`src/rtl/iss_pkg.sv`:
```
// package: register layout, bit positions and command codes of the status summary block
package iss_pkg;
  // register selector codes for the controller's command/query port
  typedef enum logic [2:0] {
    ISS_SEL_PPE,
    ISS_SEL_IST,
    ISS_SEL_DEV_COND,
    ISS_SEL_DEV_EVENT,
    ISS_SEL_QUES_COND,
    ISS_SEL_QUES_EVENT,
    ISS_SEL_NONE
  } iss_sel_t;

  localparam int ISS_STB_W = 8;
  localparam int ISS_REG_W = 16;
  localparam logic [7:0] ISS_PPE_RST = 8'h00;
  localparam logic [15:0] ISS_EVENT_RST = 16'h0000;
  // device status bit positions
  localparam int ISS_DEV_SUM = 0;
  localparam int ISS_DEV_NOMEAS = 1;
  localparam int ISS_DEV_ERRRES = 2;
  localparam int ISS_DEV_WARN = 3;
  localparam int ISS_DEV_CRIT = 4;
  localparam int ISS_DEV_LOCK = 8;
  // questionable status bit positions
  localparam int ISS_QUES_POWER = 3;
  localparam int ISS_QUES_CAL = 8;
  localparam int ISS_QUES_SELFTEST = 9;
  // status byte summary bit positions
  localparam int ISS_STB_DEV = 1;
  localparam int ISS_STB_QUES = 3;
  // indicator blink half periods in cycles
  localparam int ISS_BLINK_SLOW = 62500000;
  localparam int ISS_BLINK_FAST = 12500000;
endpackage

```
`src/rtl/iss_status.sv`:
```
// status summary: individual status flag, device and questionable status registers
`timescale 1ns/1ps

// Notes on behaviour
// - flag is OR over status byte bits ANDed with poll enable mask
// - status byte bit 6 also takes part in the flag
// - flag answered on parallel poll and on the flag query
// - controller writes the poll enable mask and reads it back
// - device bit 0 is OR of static error bits 1 to 4
// - device bit 1 set while measurement impossible error exists
// - device bit 2 set while result possibly incorrect error exists
// - device bit 3 set for warning error; indicator blinks slowly red unless a critical error is also set
// - device bit 4 set for critical error; indicator blinks fast red
// - device bit 8 is reference lock; always 1 on internal source
// - on external source bit 8 shows whether synchronisation succeeded
// - questionable bit 3 follows power sub-register summary
// - questionable bit 8 follows calibration sub-register summary
// - questionable bit 9 set when power-up self-test failed
// - summary bit set when an event bit and its enable are set
// - status byte bit 1 carries device status summary
// - event registers latch conditions until read out
module iss_status #(
  parameter int BLINK_SLOW = iss_pkg::ISS_BLINK_SLOW,
  parameter int BLINK_FAST = iss_pkg::ISS_BLINK_FAST
) (
  input wire logic sys_clk,
  input wire logic sys_rst,
  input wire logic [7:0] stb_in,
  input wire logic [15:0] dev_enable,
  input wire logic [15:0] ques_enable,
  input wire logic static_error_nomeas,
  input wire logic static_error_errres,
  input wire logic static_error_warn,
  input wire logic static_error_crit,
  input wire logic reference_clock_source_select,
  input wire logic ref_pll_locked,
  input wire logic ques_power_summary,
  input wire logic ques_cal_summary,
  input wire logic power_up_self_test_fail,
  input wire logic parallel_poll,
  input wire logic cmd_valid,
  input wire logic cmd_write,
  input wire iss_pkg::iss_sel_t cmd_sel,
  input wire logic [15:0] cmd_wdata,
  output logic rsp_valid,
  output logic [15:0] rsp_rdata,
  output logic ppoll_valid,
  output logic ppoll_ist,
  output logic stb_dev_summary,
  output logic stb_ques_summary,
  output logic led_red
);
  import iss_pkg::*;

  typedef struct packed {
    logic [7:0] parallel_poll_enable_mask;
    logic [15:0] dev_cond;
    logic [15:0] dev_event;
    logic [15:0] ques_cond;
    logic [15:0] ques_event;
    logic ist;
    logic rsp_valid;
    logic [15:0] rsp_rdata;
    logic ppoll_valid;
    logic ppoll_ist;
    logic stb_dev;
    logic stb_ques;
    logic [25:0] blink_cnt;
    logic led;
  } iss_state_t;

  iss_state_t st_q, st_d;
  logic [8:0] raw;
  logic [8:0] syn;
  logic ext_src;
  logic [15:0] dev_now, ques_now;

  // field conditions come from the device pins, so synchronise them
  assign raw = {static_error_nomeas, static_error_errres, static_error_warn,
    static_error_crit, reference_clock_source_select, ref_pll_locked, ques_power_summary,
    ques_cal_summary, power_up_self_test_fail};

  iss_sync #(.W(9)) u_sync (
    .sys_clk(sys_clk),
    .sys_rst(sys_rst),
    .async_in(raw),
    .sync_out(syn)
  );

  assign ext_src = syn[4];

  // live condition words, unused positions held at zero
  always_comb begin
    dev_now = '0;
    dev_now[ISS_DEV_NOMEAS] = syn[8];
    dev_now[ISS_DEV_ERRRES] = syn[7];
    dev_now[ISS_DEV_WARN] = syn[6];
    dev_now[ISS_DEV_CRIT] = syn[5];
    dev_now[ISS_DEV_SUM] = syn[8] | syn[7] | syn[6] | syn[5];
    dev_now[ISS_DEV_LOCK] = ext_src ? syn[3] : 1'b1;
    ques_now = '0;
    ques_now[ISS_QUES_POWER] = syn[2];
    ques_now[ISS_QUES_CAL] = syn[1];
    ques_now[ISS_QUES_SELFTEST] = syn[0];
  end

  // next state
  always_comb begin
    st_d = st_q;
    st_d.dev_cond = dev_now;
    st_d.ques_cond = ques_now;
    st_d.ist = |(stb_in & st_q.parallel_poll_enable_mask);
    st_d.rsp_valid = 1'b0;
    st_d.ppoll_valid = parallel_poll;
    st_d.ppoll_ist = parallel_poll ? st_q.ist : st_q.ppoll_ist;
    // event read clears, but new conditions win over the clear
    if (cmd_valid && !cmd_write && cmd_sel == ISS_SEL_DEV_EVENT) begin
      st_d.dev_event = dev_now;
    end else begin
      st_d.dev_event = st_q.dev_event | dev_now;
    end
    if (cmd_valid && !cmd_write && cmd_sel == ISS_SEL_QUES_EVENT) begin
      st_d.ques_event = ques_now;
    end else begin
      st_d.ques_event = st_q.ques_event | ques_now;
    end
    st_d.stb_dev = |(st_q.dev_event & dev_enable);
    st_d.stb_ques = |(st_q.ques_event & ques_enable);
    if (cmd_valid && cmd_write && cmd_sel == ISS_SEL_PPE) begin
      st_d.parallel_poll_enable_mask = cmd_wdata[7:0];
    end
    if (cmd_valid && !cmd_write) begin
      st_d.rsp_valid = 1'b1;
      case (cmd_sel)
        ISS_SEL_PPE: st_d.rsp_rdata = {8'h00, st_q.parallel_poll_enable_mask};
        ISS_SEL_IST: st_d.rsp_rdata = {15'h0000, st_q.ist};
        ISS_SEL_DEV_COND: st_d.rsp_rdata = st_q.dev_cond;
        ISS_SEL_DEV_EVENT: st_d.rsp_rdata = st_q.dev_event;
        ISS_SEL_QUES_COND: st_d.rsp_rdata = st_q.ques_cond;
        ISS_SEL_QUES_EVENT: st_d.rsp_rdata = st_q.ques_event;
        default: st_d.rsp_rdata = 16'h0000;
      endcase
    end
    // red indicator: fast blink on critical, slow on warning
    if (st_q.dev_cond[ISS_DEV_CRIT] || st_q.dev_cond[ISS_DEV_WARN]) begin
      if ((st_q.dev_cond[ISS_DEV_CRIT] && st_q.blink_cnt >= 26'(BLINK_FAST - 1)) ||
          (!st_q.dev_cond[ISS_DEV_CRIT] && st_q.blink_cnt >= 26'(BLINK_SLOW - 1))) begin
        st_d.blink_cnt = '0;
        st_d.led = ~st_q.led;
      end else begin
        st_d.blink_cnt = st_q.blink_cnt + 26'd1;
      end
    end else begin
      st_d.blink_cnt = '0;
      st_d.led = 1'b0;
    end
  end

  // state register
  always_ff @(posedge sys_clk) begin
    if (sys_rst) begin
      st_q <= '0;
      st_q.parallel_poll_enable_mask <= ISS_PPE_RST;
      st_q.dev_event <= ISS_EVENT_RST;
      st_q.ques_event <= ISS_EVENT_RST;
    end else begin
      st_q <= st_d;
    end
  end

  assign rsp_valid = st_q.rsp_valid;
  assign rsp_rdata = st_q.rsp_rdata;
  assign ppoll_valid = st_q.ppoll_valid;
  assign ppoll_ist = st_q.ppoll_ist;
  assign stb_dev_summary = st_q.stb_dev;
  assign stb_ques_summary = st_q.stb_ques;
  assign led_red = st_q.led;

  // flag follows masked status byte one cycle later
  a_ist_masking: assert property (@(posedge sys_clk) disable iff (sys_rst)
    ##1 st_q.ist == |($past(stb_in) & $past(st_q.parallel_poll_enable_mask)))
    else $error("flag does not match masked status byte");
  a_bit6_counts: assert property (@(posedge sys_clk) disable iff (sys_rst)
    (stb_in[6] && st_q.parallel_poll_enable_mask[6]) |=> st_q.ist)
    else $error("bit 6 ignored by flag");
  a_ppoll_answer: assert property (@(posedge sys_clk) disable iff (sys_rst)
    parallel_poll |=> ppoll_valid && ppoll_ist == $past(st_q.ist))
    else $error("parallel poll answer wrong");
  a_ppe_readback: assert property (@(posedge sys_clk) disable iff (sys_rst)
    (cmd_valid && cmd_write && cmd_sel == ISS_SEL_PPE) ##1
    (cmd_valid && !cmd_write && cmd_sel == ISS_SEL_PPE) |=>
    rsp_valid && rsp_rdata[7:0] == $past(cmd_wdata[7:0], 2))
    else $error("mask readback mismatch");
  a_dev_sum: assert property (@(posedge sys_clk) disable iff (sys_rst)
    st_q.dev_cond[0] == |st_q.dev_cond[4:1])
    else $error("device summary bit wrong");
  a_lock_internal: assert property (@(posedge sys_clk) disable iff (sys_rst)
    !ext_src |=> st_q.dev_cond[ISS_DEV_LOCK])
    else $error("lock bit low on internal source");
  a_unused_zero: assert property (@(posedge sys_clk) disable iff (sys_rst)
    st_q.dev_cond[15:9] == '0 && st_q.dev_cond[7:5] == '0 &&
    st_q.ques_cond[2:0] == '0 && st_q.ques_cond[7:4] == '0)
    else $error("unused bit not zero");
  a_event_sticky: assert property (@(posedge sys_clk) disable iff (sys_rst)
    (st_q.dev_event[1] && !(cmd_valid && !cmd_write && cmd_sel == ISS_SEL_DEV_EVENT))
    |=> st_q.dev_event[1])
    else $error("event bit lost without readout");
  a_stb_summary: assert property (@(posedge sys_clk) disable iff (sys_rst)
    ##1 stb_dev_summary == |($past(st_q.dev_event) & $past(dev_enable)))
    else $error("device summary in status byte wrong");
endmodule

```
`src/rtl/iss_sync.sv`:
```
// two flip-flop synchroniser for a vector of pin levels
`timescale 1ns/1ps
module iss_sync #(
  parameter int W = 8
) (
  input wire logic sys_clk,
  input wire logic sys_rst,
  input wire logic [W-1:0] async_in,
  output logic [W-1:0] sync_out
);
  logic [W-1:0] meta_q;

  // first stage read only by the second
  always_ff @(posedge sys_clk) begin
    if (sys_rst) begin
      meta_q <= '0;
      sync_out <= '0;
    end else begin
      meta_q <= async_in;
      sync_out <= meta_q;
    end
  end
endmodule

```
`config.mk`:
```
export PLATFORM = sky130hd
export DESIGN_NAME = iss_status
export DESIGN_NICKNAME = d
export VERILOG_FILES = /design/src/rtl/iss_pkg.sv /design/src/rtl/iss_status.sv /design/src/rtl/iss_sync.sv
export SDC_FILE = /design/constraint.sdc
export NUM_CORES = 1
export LEC_CHECK = 0
export BUFFER_PORTS_ARGS = -buffer_cell sky130_fd_sc_hd__buf_2
export CORE_MARGIN = 2
export CORE_UTILIZATION = 56
export CTS_CLUSTER_SIZE = 10
export DETAILED_ROUTE_END_ITERATION = 8
export GPL_TIMING_DRIVEN = 0
export PLACE_DENSITY = 0.93
export SETUP_SLACK_MARGIN = 0.4
export SYNTH_ARGS = -nofsm -noshare
export SYNTH_HDL_FRONTEND = slang
export SYNTH_SLANG_ARGS = --single-unit
```
`constraint.sdc`:
```
create_clock -name sys_clk -period 2.8 [get_ports sys_clk]
set_input_delay 0.14 -clock sys_clk [delete_from_list [all_inputs] [get_ports sys_clk]]
set_output_delay 0.14 -clock sys_clk [all_outputs]
set_load 0.005 [all_outputs]
```
; ---- Word level (Yosys, flattened, before mapping)
; Index checks and enable logic that the tools add are counted.
; W data, S select, Z words.
[op_classes]
add_sub_neg = 1
n_lt_le_gt_ge = 2
eq_ne = 5
muxes = 5
bitwise = 10
n_reduce_logical = 19
[op_table]
columns = op, count
row1 = $pmux W16 S6, 1
row2 = $and A16 B16 Y16, 2
row3 = $mux W16, 2
row4 = $reduce_or A16 Y1, 2
row5 = $add A26 B1 Y26 const B, 1
row6 = $ge A26 B24 Y1 const B, 1
row7 = $ge A26 B26 Y1 const B, 1
row8 = $mux W17, 1
row9 = $or A16 B10 Y16, 1
row10 = $or A16 B9 Y16, 1
row11 = $and A8 B8 Y8, 1
row12 = $reduce_or A8 Y1, 1
row13 = $logic_and A1 B1 Y1, 7
row14 = $eq A3 B2 Y1 const B, 2
row15 = $eq A3 B3 Y1 const B, 2
row16 = $reduce_or A2 Y1, 3
row17 = $eq A3 B1 Y1 const B, 1
row18 = $logic_not A3 Y1, 1
row19 = $or A1 B1 Y1, 3
row20 = $reduce_or A3 Y1, 1
row21 = $logic_not A1 Y1, 2
row22 = $logic_or A1 B1 Y1, 2
row23 = $not A1 Y1, 2
row24 = $mux W1, 1
[totals]
ff_bits = 139
input_bits = 73
out_inout_bits = 22
wordCells = 62

; ---- Longest topological paths before layout
; Gate-level depths: netlist of run 1.
[logic_depth]
depth_word = 5
mapped_depth = 7
mapped_depth_nobuf = 6

; ---- Modules after synthesis
; Synthesis of run 1 repeated with hierarchy kept, for this count alone.
[unflattened]
hier_cells = 361
area_unflattened_um2 = 3499.6
[by_module_without_submodules]
columns = module, n_inst, cells_per_inst, area_each_um2, seq_area_each_um2
row1 = iss_status, 1, 324, 3010.4, 1381.3
row2 = iss_sync, 1, 37, 489.2, 360.3

; ---- Least setup slack after synthesis of run 1
; No wires, ideal clock.
[synth_timing]
kind = reg-to-reg
startpoint = register st_q[10] in the netlist's numbering
endpoint = register st_q, in the netlist led_red
setup_time_ns = 0.121
arrival_time_ns = 1.811
slack_ns = 0.868
stages_incl_launch_ff = 6
path_buffers = 0
period_less_slack_ns = 1.932
path_cell_list = dfxtp_1 > or4_4 > nor4_2 > a31oi_1 > a22oi_4 > mux2_4
[synth_via]
elab_chain_len = 3
[synth_rtl]
columns = item, line
row1 = start: declaration, iss_status.sv:72  ; iss_state_t st_q, st_d;
row2 = start signal: assignment, iss_status.sv:167  ; st_q <= st_d;
row3 = $ge A26 B24 Y1 or $ge A26 B26 Y1 (tied branches), "iss_status.sv:146, iss_status.sv:147"
row4 = $logic_and A1 B1 Y1 (on tied branches), "iss_status.sv:146, iss_status.sv:147"
row5 = $logic_or A1 B1 Y1 (*), iss_status.sv:146  ; if ((st_q.dev_cond[ISS_DEV_CRIT] && st_q.blink_cnt >= 26'(BLINK_FAST - 1)) ||
; Every way passes the cells marked *; elsewhere a longest branch is shown, timed or not.
; A chain may end at the register's enable or synchronous reset.

; ---- Worst setup path in the final report of run 1
[layout_timing]
startpoint = register st_q[1] in the netlist's numbering
endpoint = register st_q[25] in the netlist's numbering
[layout_via]
elab_chain_len = 4
[layout_rtl]
columns = item, line
row1 = $ge A26 B24 Y1 or $ge A26 B26 Y1 (tied branches), "iss_status.sv:146, iss_status.sv:147"
row2 = $logic_and A1 B1 Y1 (on tied branches), "iss_status.sv:146, iss_status.sv:147"
row3 = $logic_or A1 B1 Y1, iss_status.sv:146
row4 = $reduce_or A3 Y1 (no line), n/a
; Parallel ways exist; a longest one is shown, timed or not.

==> results.md, run 1 <==
* Final setup vio count at 0
* Worst Reg-to-Reg Cells at 6
* Postcts setup bufs at 0
* Syn_area_per_cell at 9.660 um2
* Io pins at 95
* Max Slew Vio Count at 0
* Clock Sinks at 87
* Main synth FF type: dfxtp_1
* Largest area contributor in the netlist: dfxtp_1
* Port bufs at 56
* Cell area after synthesis at 3565 um2
* Vias in the first global route at 2761
* Clk_skew at 8.240 ps
* Root buffer cell: clkbuf_8
* GRT met2 Usage at 0.3527
* Min-Delay Path Class: in -> reg
* Top-count cell post-synth: dfxtp_1
* Tot Pwr at 2.290 mW
* Clock share of power at 0.371
* H-tree levels at 3
* Routability Congestion at 0.8854
* Leakage at 1.716 nW
* RR Startpoint: st_q[1]
* Total track usage at 0.2144
* Global routing's busiest layer: met2
* Inserted Clock Buffers at 9
* Clk Latency, worst-skew pair at 360 ps
* Hold Path Depth at 3
* First-pass GRT wire length at 12200 um
* Iter 0 DRT Violations at 148
* Asr flop ratio synth at 0
* Worst endpoint data arrival time at 2480 ps
* FMAX at 0.4543 GHz
* Total internal power at 1.703 mW
* GRT met1 Usage at 0.2629
* Worst setup SP type: register
* Die Y at 83.79 um
* Top post-synthesis cells by area: dfxtp_1 (49%), nor2b_1 (4.7%), nor3_1 (4.6%), xor2_1 (3.7%), buf_4 (3.4%)
* Dpl ws at 637.8 ps
* Sequential power share at 0.562
* R2R setup slack at 600 ps
* Core ar. at 6241 um2
* Antenna-violating nets left at 0
* # diodes at 0
* Hold path start: ques_enable[9]
* Nets at 524
* PnR worst setup slack at 599.0 ps
* Hold Crit Endpoint: stb_ques_summary
* Starting density of the core at 0.5712
* Post-synth top area share at 0.4886
* Filler cell count at 456
* Seq cells post-synth at 87
* Drt via density at 5.412
* Seq/Total Area, Yosys at 0.4886
* Max Cap Viol at 0
* Power Density at 539.0 nW/um2
* Tmin final at 2201 ps
* Final worst path period share at 0.7861
* Setup_tns at 0 ps
* Initial antenna violation count at 0
* Grt met3 use at 0.06133
* Synth top cells by count: dfxtp_1 (87), nor3_1 (33), nor2_1 (31)
* Post-CTS Hold Fix Bufs at 8
* Layout Area Growth over Synthesis at 19.16%
* Cells after Synth at 369
* Sw power at 0.5869 mW
* Yosys cell types at 49
* Largest net degree at the start of global routing at 19
* Peak supply drop at 0.4868 mV
* Number of synthesized flops with an enable pin at 0
* Sw frac at 0.2564
* RSZ-0062 raised after global routing: false
* Largest fanout on the critical path at 7
* Die W at 83.79 um
* Detailed Route WL at 7312 um
* Worst reg2reg endpoint: st_q[25]
* Combinational fraction of design power at 0.067
* Worst-margin pin slew at 725.4 ps
* Yosys warning count at 0
* Clock buffer depth at 2
* Post-CTS sizing at 0
* Fin. Hold Viols at 0
* Worst rel slew slack at 0.5154
* Num rows at 29
* Post-route DRC at 0
* Vias at 2879
* Setup crit end kind: register
* Clk slew on worst S/H paths at 90 ps
* CP required at 3080 ps
* Layout cell share with drive strength beyond 1 at 0.2264
* Critical path class: reg -> reg
* DRT Pass-1 Iters at 5
* Die footprint at 7020 um2
* CTS tree: built
* Drt wl/cell at 13.74 um
* Hpwl dp at 5426 um
* Outcome: finished, final reports clean
* Grt ovf at 0
power groups by stage:
stage	clock, mW	combinational (mW)	sequential, mW
2_1_floorplan	0	0.0877	1.31
4_1_cts	0.863	0.152	1.29
5_1_grt	0.918	0.169	1.29
3_3_place_gp	0	0.138	1.31
6_report	0.848	0.153	1.29
3_5_place_dp	0	0.143	1.32
cell type report:
class / instances / area, um2 / share of cell area
tap: 77 / 96.34 / 0.02268
clock buffer: 9 / 123.9 / 0.02916
timing repair buffer: 65 / 370.4 / 0.08719
multi-input combinational: 248 / 1620 / 0.3814
buffer: 33 / 198.9 / 0.04683
inverter: 6 / 22.52 / 0.005302
sequential: 87 / 1742 / 0.4100
clock inverter: 7 / 73.82 / 0.01738
cell families after synthesis:
logic type,synth area share
and+or+nand+nor,0.2260
DFF,0.4886
AOI/OAI and AO/OA,0.1049
buffers and inverters,0.06213
xor gates and xnor gates,0.05651
muxes,0.05721
adders and majority gates,0.003509
other,0.001052
stage by stage:
stage,cells,hold slack [ps],instance area (um2),utilization
2_1_floorplan,374,268.2,3583,-
3_3_place_gp,507,347.0,3960,0.6345
3_5_place_dp,507,351.7,3960,0.6345
4_1_cts,531,3.311,4238,0.6790
5_1_grt,532,4.566,4248,0.6806
6_report,532,14.51,4248,0.6806
flip-flops by register name, indices dropped and copies added, names as in the netlist:
signal            flops
st_q                 53
rsp_rdata            10
u_sync.meta_q         9
u_sync.sync_out       9
led_red               1
ppoll_ist             1
ppoll_valid           1
rsp_valid             1
stb_dev_summary       1
stb_ques_summary      1
cells in the final DEF, fill, tap and decap left out, types with 3 or more instances in the layout:
master          n
nand2_1        17
dlygate4sd3_1   9
dfxtp_1        87
buf_2          56
nor3_1         33
buf_4          16
buf_1           3
nor2_1         31
nor2b_1        27
a22oi_1        11
nand3_1        12
and3_1          6
a21o_1          9
nand4b_1        3
conb_1          6
xor2_1         15
mux2_2          5
clkbuf_1       12
a21oi_1         7
a22o_1          3
inv_1           6
a31oi_1         4
xnor2_1         8
clkbuf_8        9
mux2i_1        11
nand4_1         9
worst max path at each step:
stage / endpoint / startpoint / cells after the start / slack, ps
floorplan: led_red / st_q[10] / 5 / 870
global placement: st_q[25] / st_q[1] / 6 / 740
detailed placement: st_q[25] / st_q[1] / 6 / 640
CTS: st_q[25] / st_q[1] / 6 / 630
global route: st_q[25] / st_q[1] / 6 / 420
finish: st_q[25] / st_q[1] / 6 / 600
worst max-delay path: stages (launching register included):
cell     delay (ps)
dfxtp_1         390
ha_1            260
nand4_1         230
nor4_2          690
nand4_1         240
xor2_1          190
nor3_1          120
per-layer routing:
metal | part of all wire | vias to the layer above
met5 | 0 | -
met4 | 0.023 | 0
met3 | 0.048 | 17
met2 | 0.48 | 84
met1 | 0.45 | 1325
li1 | - | 1453
Note: power is estimated with default switching activity, not from simulation.
==> inputs of run 2 (changes only) <==
--- a/config.mk
+++ b/config.mk
@@ -5,13 +5,14 @@
 export SDC_FILE = /design/constraint.sdc
 export NUM_CORES = 1
 export LEC_CHECK = 0
+export ABC_AREA = 1
 export BUFFER_PORTS_ARGS = -buffer_cell sky130_fd_sc_hd__buf_2
 export CORE_MARGIN = 2
-export CORE_UTILIZATION = 56
+export CORE_UTILIZATION = 48
 export CTS_CLUSTER_SIZE = 10
 export DETAILED_ROUTE_END_ITERATION = 8
 export GPL_TIMING_DRIVEN = 0
-export PLACE_DENSITY = 0.93
+export PLACE_DENSITY = 0.85
 export SETUP_SLACK_MARGIN = 0.4
 export SYNTH_ARGS = -nofsm -noshare
 export SYNTH_HDL_FRONTEND = slang
==> constraint.sdc (replaced) <==
create_clock -name sys_clk -period 2.01 [get_ports sys_clk]
set_input_delay 0.1005 -clock sys_clk [delete_from_list [all_inputs] [get_ports sys_clk]]
set_output_delay 0.1005 -clock sys_clk [all_outputs]
set_load 0.005 [all_outputs]
==> run 2 against run 1 <==
First-iteration DRC count grew 34%. Non-clock buffer count rose by 16. Count of clock-buffer cells in the layout unchanged. Clock power increased by 42%. Area after synthesis is 11% higher. Design area grew 20%. Utilization decreased by 5.2 points. Highest routed layer unchanged.
==> results.md, run 2 <==
* Worst endpoint data arrival time at 1930 ps (was 2480 ps)
* Final worst path period share at 0.8120 (was 0.7861)
* Main synth FF type: dfxtp_1 (unchanged)
* Layout Area Growth over Synthesis at 29.13% (was 19.16%)
* FMAX at 0.6127 GHz (was 0.4543 GHz)
* Yosys cell types at 44 (was 49)
* Initial antenna violation count at 0 (unchanged)
* Setup_tns at 0 ps (unchanged)
* Port bufs at 56 (unchanged)
* Peak supply drop at 0.5012 mV (was 0.4868 mV)
* PnR worst setup slack at 378.0 ps (was 599.0 ps)
* Nets at 717 (was 524)
* Drt wl/cell at 13.29 um (was 13.74 um)
* Seq/Total Area, Yosys at 0.4418 (was 0.4886)
* Total track usage at 0.2167 (was 0.2144)
* Clk Latency, worst-skew pair at 360 ps (about the same)
* Starting density of the core at 0.4872 (was 0.5712)
* Most common cell after layout, fill and taps aside: nand2_1 (was dfxtp_1)
* Number of synthesized flops with an enable pin at 0 (unchanged)
* Crit-path cells: ha_4 -> inv_2 -> nor2_4 -> nand2_2 -> nor2_4 -> inv_2 -> nor2_4 -> nand2_2 -> buf_4 -> xor2_1 -> inv_1 -> nor2_1 (was ha_1 -> nand4_1 -> nor4_2 -> nand4_1 -> xor2_1 -> nor3_1)
* Num rows at 33 (was 29)
* Cells after Synth at 540 (was 369)
* Critical path class: reg -> reg (unchanged)
* Grt ovf at 0 (unchanged)
* Tmin final at 1632 ps (was 2201 ps)
* Clk slew on worst S/H paths at 100 ps (was 90 ps)
* Post-route DRC at 0 (unchanged)
* Fin. Hold Viols at 0 (unchanged)
* Worst setup SP type: register (unchanged)
* Io pins at 95 (unchanged)
* CTS tree: built (unchanged)
* Synth top cells by count: nand2_1 (110), dfxtp_1 (87), nor2_1 (75) (was dfxtp_1 (87), nor3_1 (33), nor2_1 (31))
* Worst rel slew slack at 0.6245 (was 0.5154)
* Vias in the first global route at 3524 (was 2761)
* Post-route cell area at 5091 um2 (was 4248 um2)
* Post-synth top area share at 0.4418 (was 0.4886)
* Filler cell count at 656 (was 456)
* Final setup vio count at 0 (unchanged)
* Detailed Route WL at 10010 um (was 7312 um)
* Die W at 94.63 um (was 83.79 um)
* DRT Pass-1 Iters at 6 (was 5)
* Top post-synthesis cells by area: dfxtp_1 (44%), nand2_1 (10%), nor2_1 (7.1%), inv_1 (7.0%), nand3_1 (3.9%) (was dfxtp_1 (49%), nor2b_1 (4.7%), nor3_1 (4.6%), xor2_1 (3.7%), buf_4 (3.4%))
* Seq cells post-synth at 87 (unchanged)
* Dpl ws at 151.8 ps (was 637.8 ps)
* Cell Area, Placed at 4375 um2 (was 3960 um2)
* CP required at 2310 ps (was 3080 ps)
* CP delay by family, top: simple AND/OR/NAND/NOR gates (unchanged)
* Clock Sinks at 87 (unchanged)
* Root buffer cell: clkbuf_8 (unchanged)
* Largest area contributor in the netlist: dfxtp_1 (unchanged)
* Die Y at 94.63 um (was 83.79 um)
* Die footprint at 8955 um2 (was 7020 um2)
* Iter 0 DRT Violations at 199 (was 148)
* Max Slew Vio Count at 0 (unchanged)
* Bufs and invs on worst path at 4 (was 0)
* Highest-count cells in the layout ignoring fill and taps: nand2_1 (98), inv_1 (66), dfxtp_1 (66) (was dfxtp_1 (87), buf_2 (56), nor3_1 (33))
* CP max stage delay at 370 ps (was 690 ps)
* Reg with most FFs: st_q (unchanged)
* Top-count cell post-synth: nand2_1 (was dfxtp_1)
* Clock buffer depth at 2 (unchanged)
* Routability Congestion at 0.9024 (was 0.8854)
* Clk_skew at 12.69 ps (was 8.240 ps)
* Power Density at 634.3 nW/um2 (was 539.0 nW/um2)
* Vias at 3832 (was 2879)
* Yosys warning count at 0 (unchanged)
* Leakage at 2.130 nW (was 1.716 nW)
* RSZ-0062 raised after global routing: true (was false)
* Asr flop ratio synth at 0 (unchanged)
* Setup crit end kind: register (unchanged)
* First-pass GRT wire length at 15430 um (was 12200 um)
* Largest net degree at the start of global routing at 19 (unchanged)
* Drt via density at 5.089 (was 5.412)
* Min-Delay Path Class: in -> reg (unchanged)
* Hpwl dp at 6724 um (was 5426 um)
* R2R setup slack at 380 ps (was 600 ps)
* Max reg flops at 53 (unchanged)
* H-tree levels at 3 (unchanged)
* Worst-margin pin slew at 561.2 ps (was 725.4 ps)
* Outcome: finished, final reports clean (unchanged)
* Cell area after synthesis at 3943 um2 (was 3565 um2)
* Antenna-violating nets left at 0 (unchanged)
* Most frequent cell on the critical path: nor2_4 (was nand4_1)
* Largest fanout on the critical path at 4 (was 7)
* Core ar. at 8093 um2 (was 6241 um2)
* Syn_area_per_cell at 7.301 um2 (was 9.660 um2)
* Inserted Clock Buffers at 9 (unchanged)
* Slowest CP cell: dfxtp_4 (was nor4_2)
* # diodes at 0 (unchanged)
* Layout cell share with drive strength beyond 1 at 0.3333 (was 0.2264)
* Max Cap Viol at 0 (unchanged)
-- run 2: cell families (layout without fill, tap and decap cells) --
logic type | Yosys count | count (layout) | share of synthesized area
adder cells (fa/ha/maj) | 1 | 1 | 0.003173
AND/OR/NAND/NOR | 264 | 264 | 0.3040
buffers and inverters | 109 | 212 | 0.1247
XOR/XNOR | 9 | 9 | 0.01999
AO/OA/AOI/OAI | 69 | 69 | 0.1054
flip-flops | 87 | 87 | 0.4418
other | 1 | 6 | 0.0009512
-- run 2: stage by stage --
stage | hold slack [ps] | total power [mW] | util | cells
6_report | 22.85 | 3.229 | 0.6291 | 753
5_1_grt | 24.44 | 3.337 | 0.6291 | 753
4_1_cts | 13.44 | 3.241 | 0.5887 | 738
3_5_place_dp | 310.7 | 2.046 | 0.5407 | 706
3_3_place_gp | 299.4 | 2.037 | 0.5407 | 706
2_1_floorplan | 207.5 | 1.955 | - | 545
-- run 2: final timing paths --
| check | end | from | cells past startpoint |
|---|---|---|---|
| worst max-delay path | st_q[13] | st_q[1] | 12 |
| worst min-delay path | st_q[118] | cmd_wdata[5] | 3 |
| worst max register to register | st_q[13] | st_q[1] | 12 |
| worst min register to register | u_sync.sync_out[2] | u_sync.meta_q[2] | 2 |
-- run 2: worst min-delay path, stage by stage --
cell and delay (ps):
buf_2 70, o21ai_0 70, a21oi_1 100
-- run 2: final cells by class --
cell class,count,area [um2],share of cell area
multi-input combinational,349,1888,0.3709
sequential,87,1785,0.3507
timing repair buffer,87,583.1,0.1145
inverter,82,312.8,0.06144
buffer,27,193.9,0.03809
tap,105,131.4,0.02580
clock buffer,9,123.9,0.02433
clock inverter,7,72.57,0.01425
-- run 2: power by group --
part	total, mW	internal (mW)	switching (mW)
sequential	1.79	1.77	0.0287
clock	1.20	0.488	0.710
combinational	0.237	0.115	0.122
total	3.23	2.37	0.861
-- run 2: repair_timing --
action                                 CTS  global route
pin swaps                                2            15
setup endpoints to repair               27            26
cloned                                   1             1
setup buffers                            5            14
endpoints found under the hold margin   11             0
hold buffers                            10             0
gates resized for setup                 13            76
-- run 2: metal layers --
metal  up-vias  wire length [um]  track usage
met5         -                 0            0
met4         0               197      0.07367
met3        23               581      0.04868
met2       137              5043       0.3735
met1      1779              4182       0.2664
li1       1893                 -            -
==> inputs of run 3 (changes only) <==
==> constraint.sdc (replaced) <==
create_clock -name sys_clk -period 1.5 [get_ports sys_clk]
set_input_delay 0.075 -clock sys_clk [delete_from_list [all_inputs] [get_ports sys_clk]]
set_output_delay 0.075 -clock sys_clk [all_outputs]
set_load 0.005 [all_outputs]
==> run 3 against run 2 <==
The flow now finishes with violations (negative hold slack, negative setup slack). Utilization rose by 2.4 points. Non-clock buffer count increased by 15. Clock power grew 37%. Count of clock-buffer cells in the layout is the same. Global-route usage is 2.2 points higher. Worst setup slack worse by 530 ps. Routed wire length grew 14%. Total power grew 36%. Combinational power increased by 43%.
==> results.md, run 3 (synthesis gave the netlist of run 2 again) <==
* Setup_tns at -3083 ps (was 0 ps)
* R2R setup slack at -160 ps (was 380 ps)
* Dpl ws at -201.5 ps (was 151.8 ps)
* Vias in the first global route at 3738 (was 3524)
* Power Density at 828.4 nW/um2 (was 634.3 nW/um2)
* Most common cell after layout, fill and taps aside: nand2_1 (unchanged)
* Io pins at 95 (unchanged)
* Clock share of power at 0.375 (was 0.371)
* Layout cell share with drive strength beyond 1 at 0.3650 (was 0.3333)
* Starting density of the core at 0.4872 (unchanged)
* Detailed Route WL at 11410 um (was 10010 um)
* Clk Latency, worst-skew pair at 380 ps (was 360 ps)
* Placed insts at 706 (unchanged)
* Worst-margin pin slew at 518.5 ps (was 561.2 ps)
* Initial antenna violation count at 0 (unchanged)
* Clk slew on worst S/H paths at 100 ps (about the same)
* Leakage at 2.220 nW (was 2.130 nW)
* Min-Delay Path Class: in -> reg (unchanged)
* Grt ovf at 0 (unchanged)
* Highest-count cells in the layout ignoring fill and taps: nand2_1 (99), inv_1 (65), dfxtp_1 (64) (was nand2_1 (98), inv_1 (66), dfxtp_1 (66))
* Clk_skew at 10.26 ps (was 12.69 ps)
* Post-route DRC at 0 (unchanged)
* RSZ-0062 raised after global routing: true (unchanged)
* WL met1 at 4452 um (was 4182 um)
* Worst Reg-to-Reg Cells at 11 (was 12)
* Metal3 WL at 806 um (was 581 um)
* Cell Area, Placed at 4398 um2 (was 4375 um2)
* Clock Sinks at 87 (unchanged)
* Outcome: finished, violations left (was finished, final reports clean)
* DRT Pass-1 Iters at 7 (was 6)
* H-tree levels at 3 (unchanged)
* Max Slew Vio Count at 0 (unchanged)
* Final setup vio count at 27 (was 0)
* Critical path class: reg -> reg (unchanged)
* Die W at 94.63 um (unchanged)
* Peak supply drop at 0.6232 mV (was 0.5012 mV)
* Crit path to: st_q[7] (was st_q[13])
* Clock buffer depth at 2 (unchanged)
* Sequential power share at 0.548 (was 0.556)
* Drt wl/cell at 14.86 um (was 13.29 um)
* Max Cap Viol at 0 (unchanged)
* Top routing layer in use: met4 (unchanged)
* Drt via density at 5.253 (was 5.089)
* # diodes at 0 (unchanged)
* Non-filler cells, final at 768 (was 753)
* Largest fanout on the critical path at 7 (was 4)
* Antenna-violating nets left at 0 (unchanged)
* PnR worst setup slack at -156.7 ps (was 378.0 ps)
* Post-route cell area at 5284 um2 (was 5091 um2)
* Nets at 732 (was 717)
* Failing checks: negative hold slack, negative setup slack
* Tmin final at 1657 ps (was 1632 ps)
* Largest net degree at the start of global routing at 19 (unchanged)
* Hold Path Depth at 3 (unchanged)
* Max reg flops at 53 (unchanged)
* Layout Area Growth over Synthesis at 34.02% (was 29.13%)
* Sw frac at 0.2746 (was 0.2666)
* Die Y at 94.63 um (unchanged)
* Inserted Clock Buffers at 9 (unchanged)
* WHS at -12.24 ps (was 22.85 ps)
* Vias at 4034 (was 3832)
* Worst endpoint data arrival time at 1910 ps (was 1930 ps)
* First-pass GRT wire length at 16500 um (was 15430 um)
* Root buffer cell: clkbuf_8 (unchanged)
* CTS tree: built (unchanged)
* RR Startpoint: st_q[1] (unchanged)
* Routability Congestion at 0.8991 (was 0.9024)
* Final Util at 0.6529 (was 0.6291)
* Num rows at 33 (unchanged)
* Reg with most FFs: st_q (unchanged)
* CP required at 1760 ps (was 2310 ps)
* Port bufs at 56 (unchanged)
* Hpwl dp at 6847 um (was 6724 um)
* Tot Pwr at 4.377 mW (was 3.229 mW)
* Combinational fraction of design power at 0.077 (was 0.073)
* Worst setup SP type: register (unchanged)
* Worst reg2reg endpoint: st_q[7] (was st_q[13])
* Core ar. at 8093 um2 (unchanged)
* Setup crit end kind: register (unchanged)
* Sw power at 1.202 mW (was 0.8610 mW)
* FMAX at 0.6036 GHz (was 0.6127 GHz)
* Crit. Startpoint: st_q[1] (unchanged)
* Final worst path period share at 1.104 (was 0.8120)
* Metal2 WL at 5600 um (was 5043 um)
* Total track usage at 0.2388 (was 0.2167)
* Total internal power at 3.175 mW (was 2.368 mW)
* Iter 0 DRT Violations at 344 (was 199)
* Worst rel slew slack at 0.6543 (was 0.6245)
* Die footprint at 8955 um2 (unchanged)
* Fin. Hold Viols at 2 (was 0)
-- run 3: worst min path at each step --
stage,start,endpoint,slack [ps]
2_1_floorplan,power_up_self_test_fail,u_sync.meta_q[0],180
3_3_place_gp,static_error_errres,u_sync.meta_q[7],280
3_5_place_dp,static_error_crit,u_sync.meta_q[5],280
4_1_cts,dev_enable[3],stb_dev_summary,0.7
5_1_grt,cmd_wdata[3],st_q[116],10
6_report,cmd_wdata[1],st_q[114],-10
-- run 3: area by class of cell --
| class | instances | area, um2 |
|---|---|---|
| Multi-Input combinational cell | 349 | 1951 |
| Inverter | 82 | 310.3 |
| Clock inverter | 7 | 72.57 |
| Tap cell | 105 | 131.4 |
| Clock buffer | 9 | 123.9 |
| Fill cell | 618 | 2809 |
| Sequential cell | 87 | 1795 |
| Buffer | 27 | 198.9 |
| Timing Repair Buffer | 102 | 700.7 |
-- run 3: power by group through the flow --
| stage | clock network [mW] | logic [mW] | registers [mW] |
|---|---|---|---|
| 5_1_grt | 1.75 | 0.374 | 2.41 |
| 6_report | 1.64 | 0.338 | 2.40 |
| 2_1_floorplan | 0 | 0.162 | 2.46 |
| 3_3_place_gp | 0 | 0.264 | 2.46 |
| 4_1_cts | 1.64 | 0.313 | 2.40 |
| 3_5_place_dp | 0 | 0.273 | 2.47 |
-- run 3: repair_timing --
action,CTS,global route
hold buffers,14,0
buffers inserted,20,10
resized for setup,50,55
pin swaps,10,7
endpoints found under the setup margin,28,40
hold endpoints to repair,14,0
gates cloned,1,1
-- run 3: layer usage --
metal  vias to the layer above  track usage
met5                         -            0
met4                         0       0.1196
met3                        59      0.05267
met2                       202       0.4078
met1                      1843       0.2817
li1                       1930            -
-- run 3: worst max-delay path, cell delays in order, from the launching register on --
cell,delay [ps]
dfxtp_4,370
ha_4,160
inv_2,50
nor2_4,150
nand2_2,80
nand3_2,80
nand3_2,90
nand2_2,100
nand2_4,70
nand3b_4,170
buf_6,180
nor2_2,50
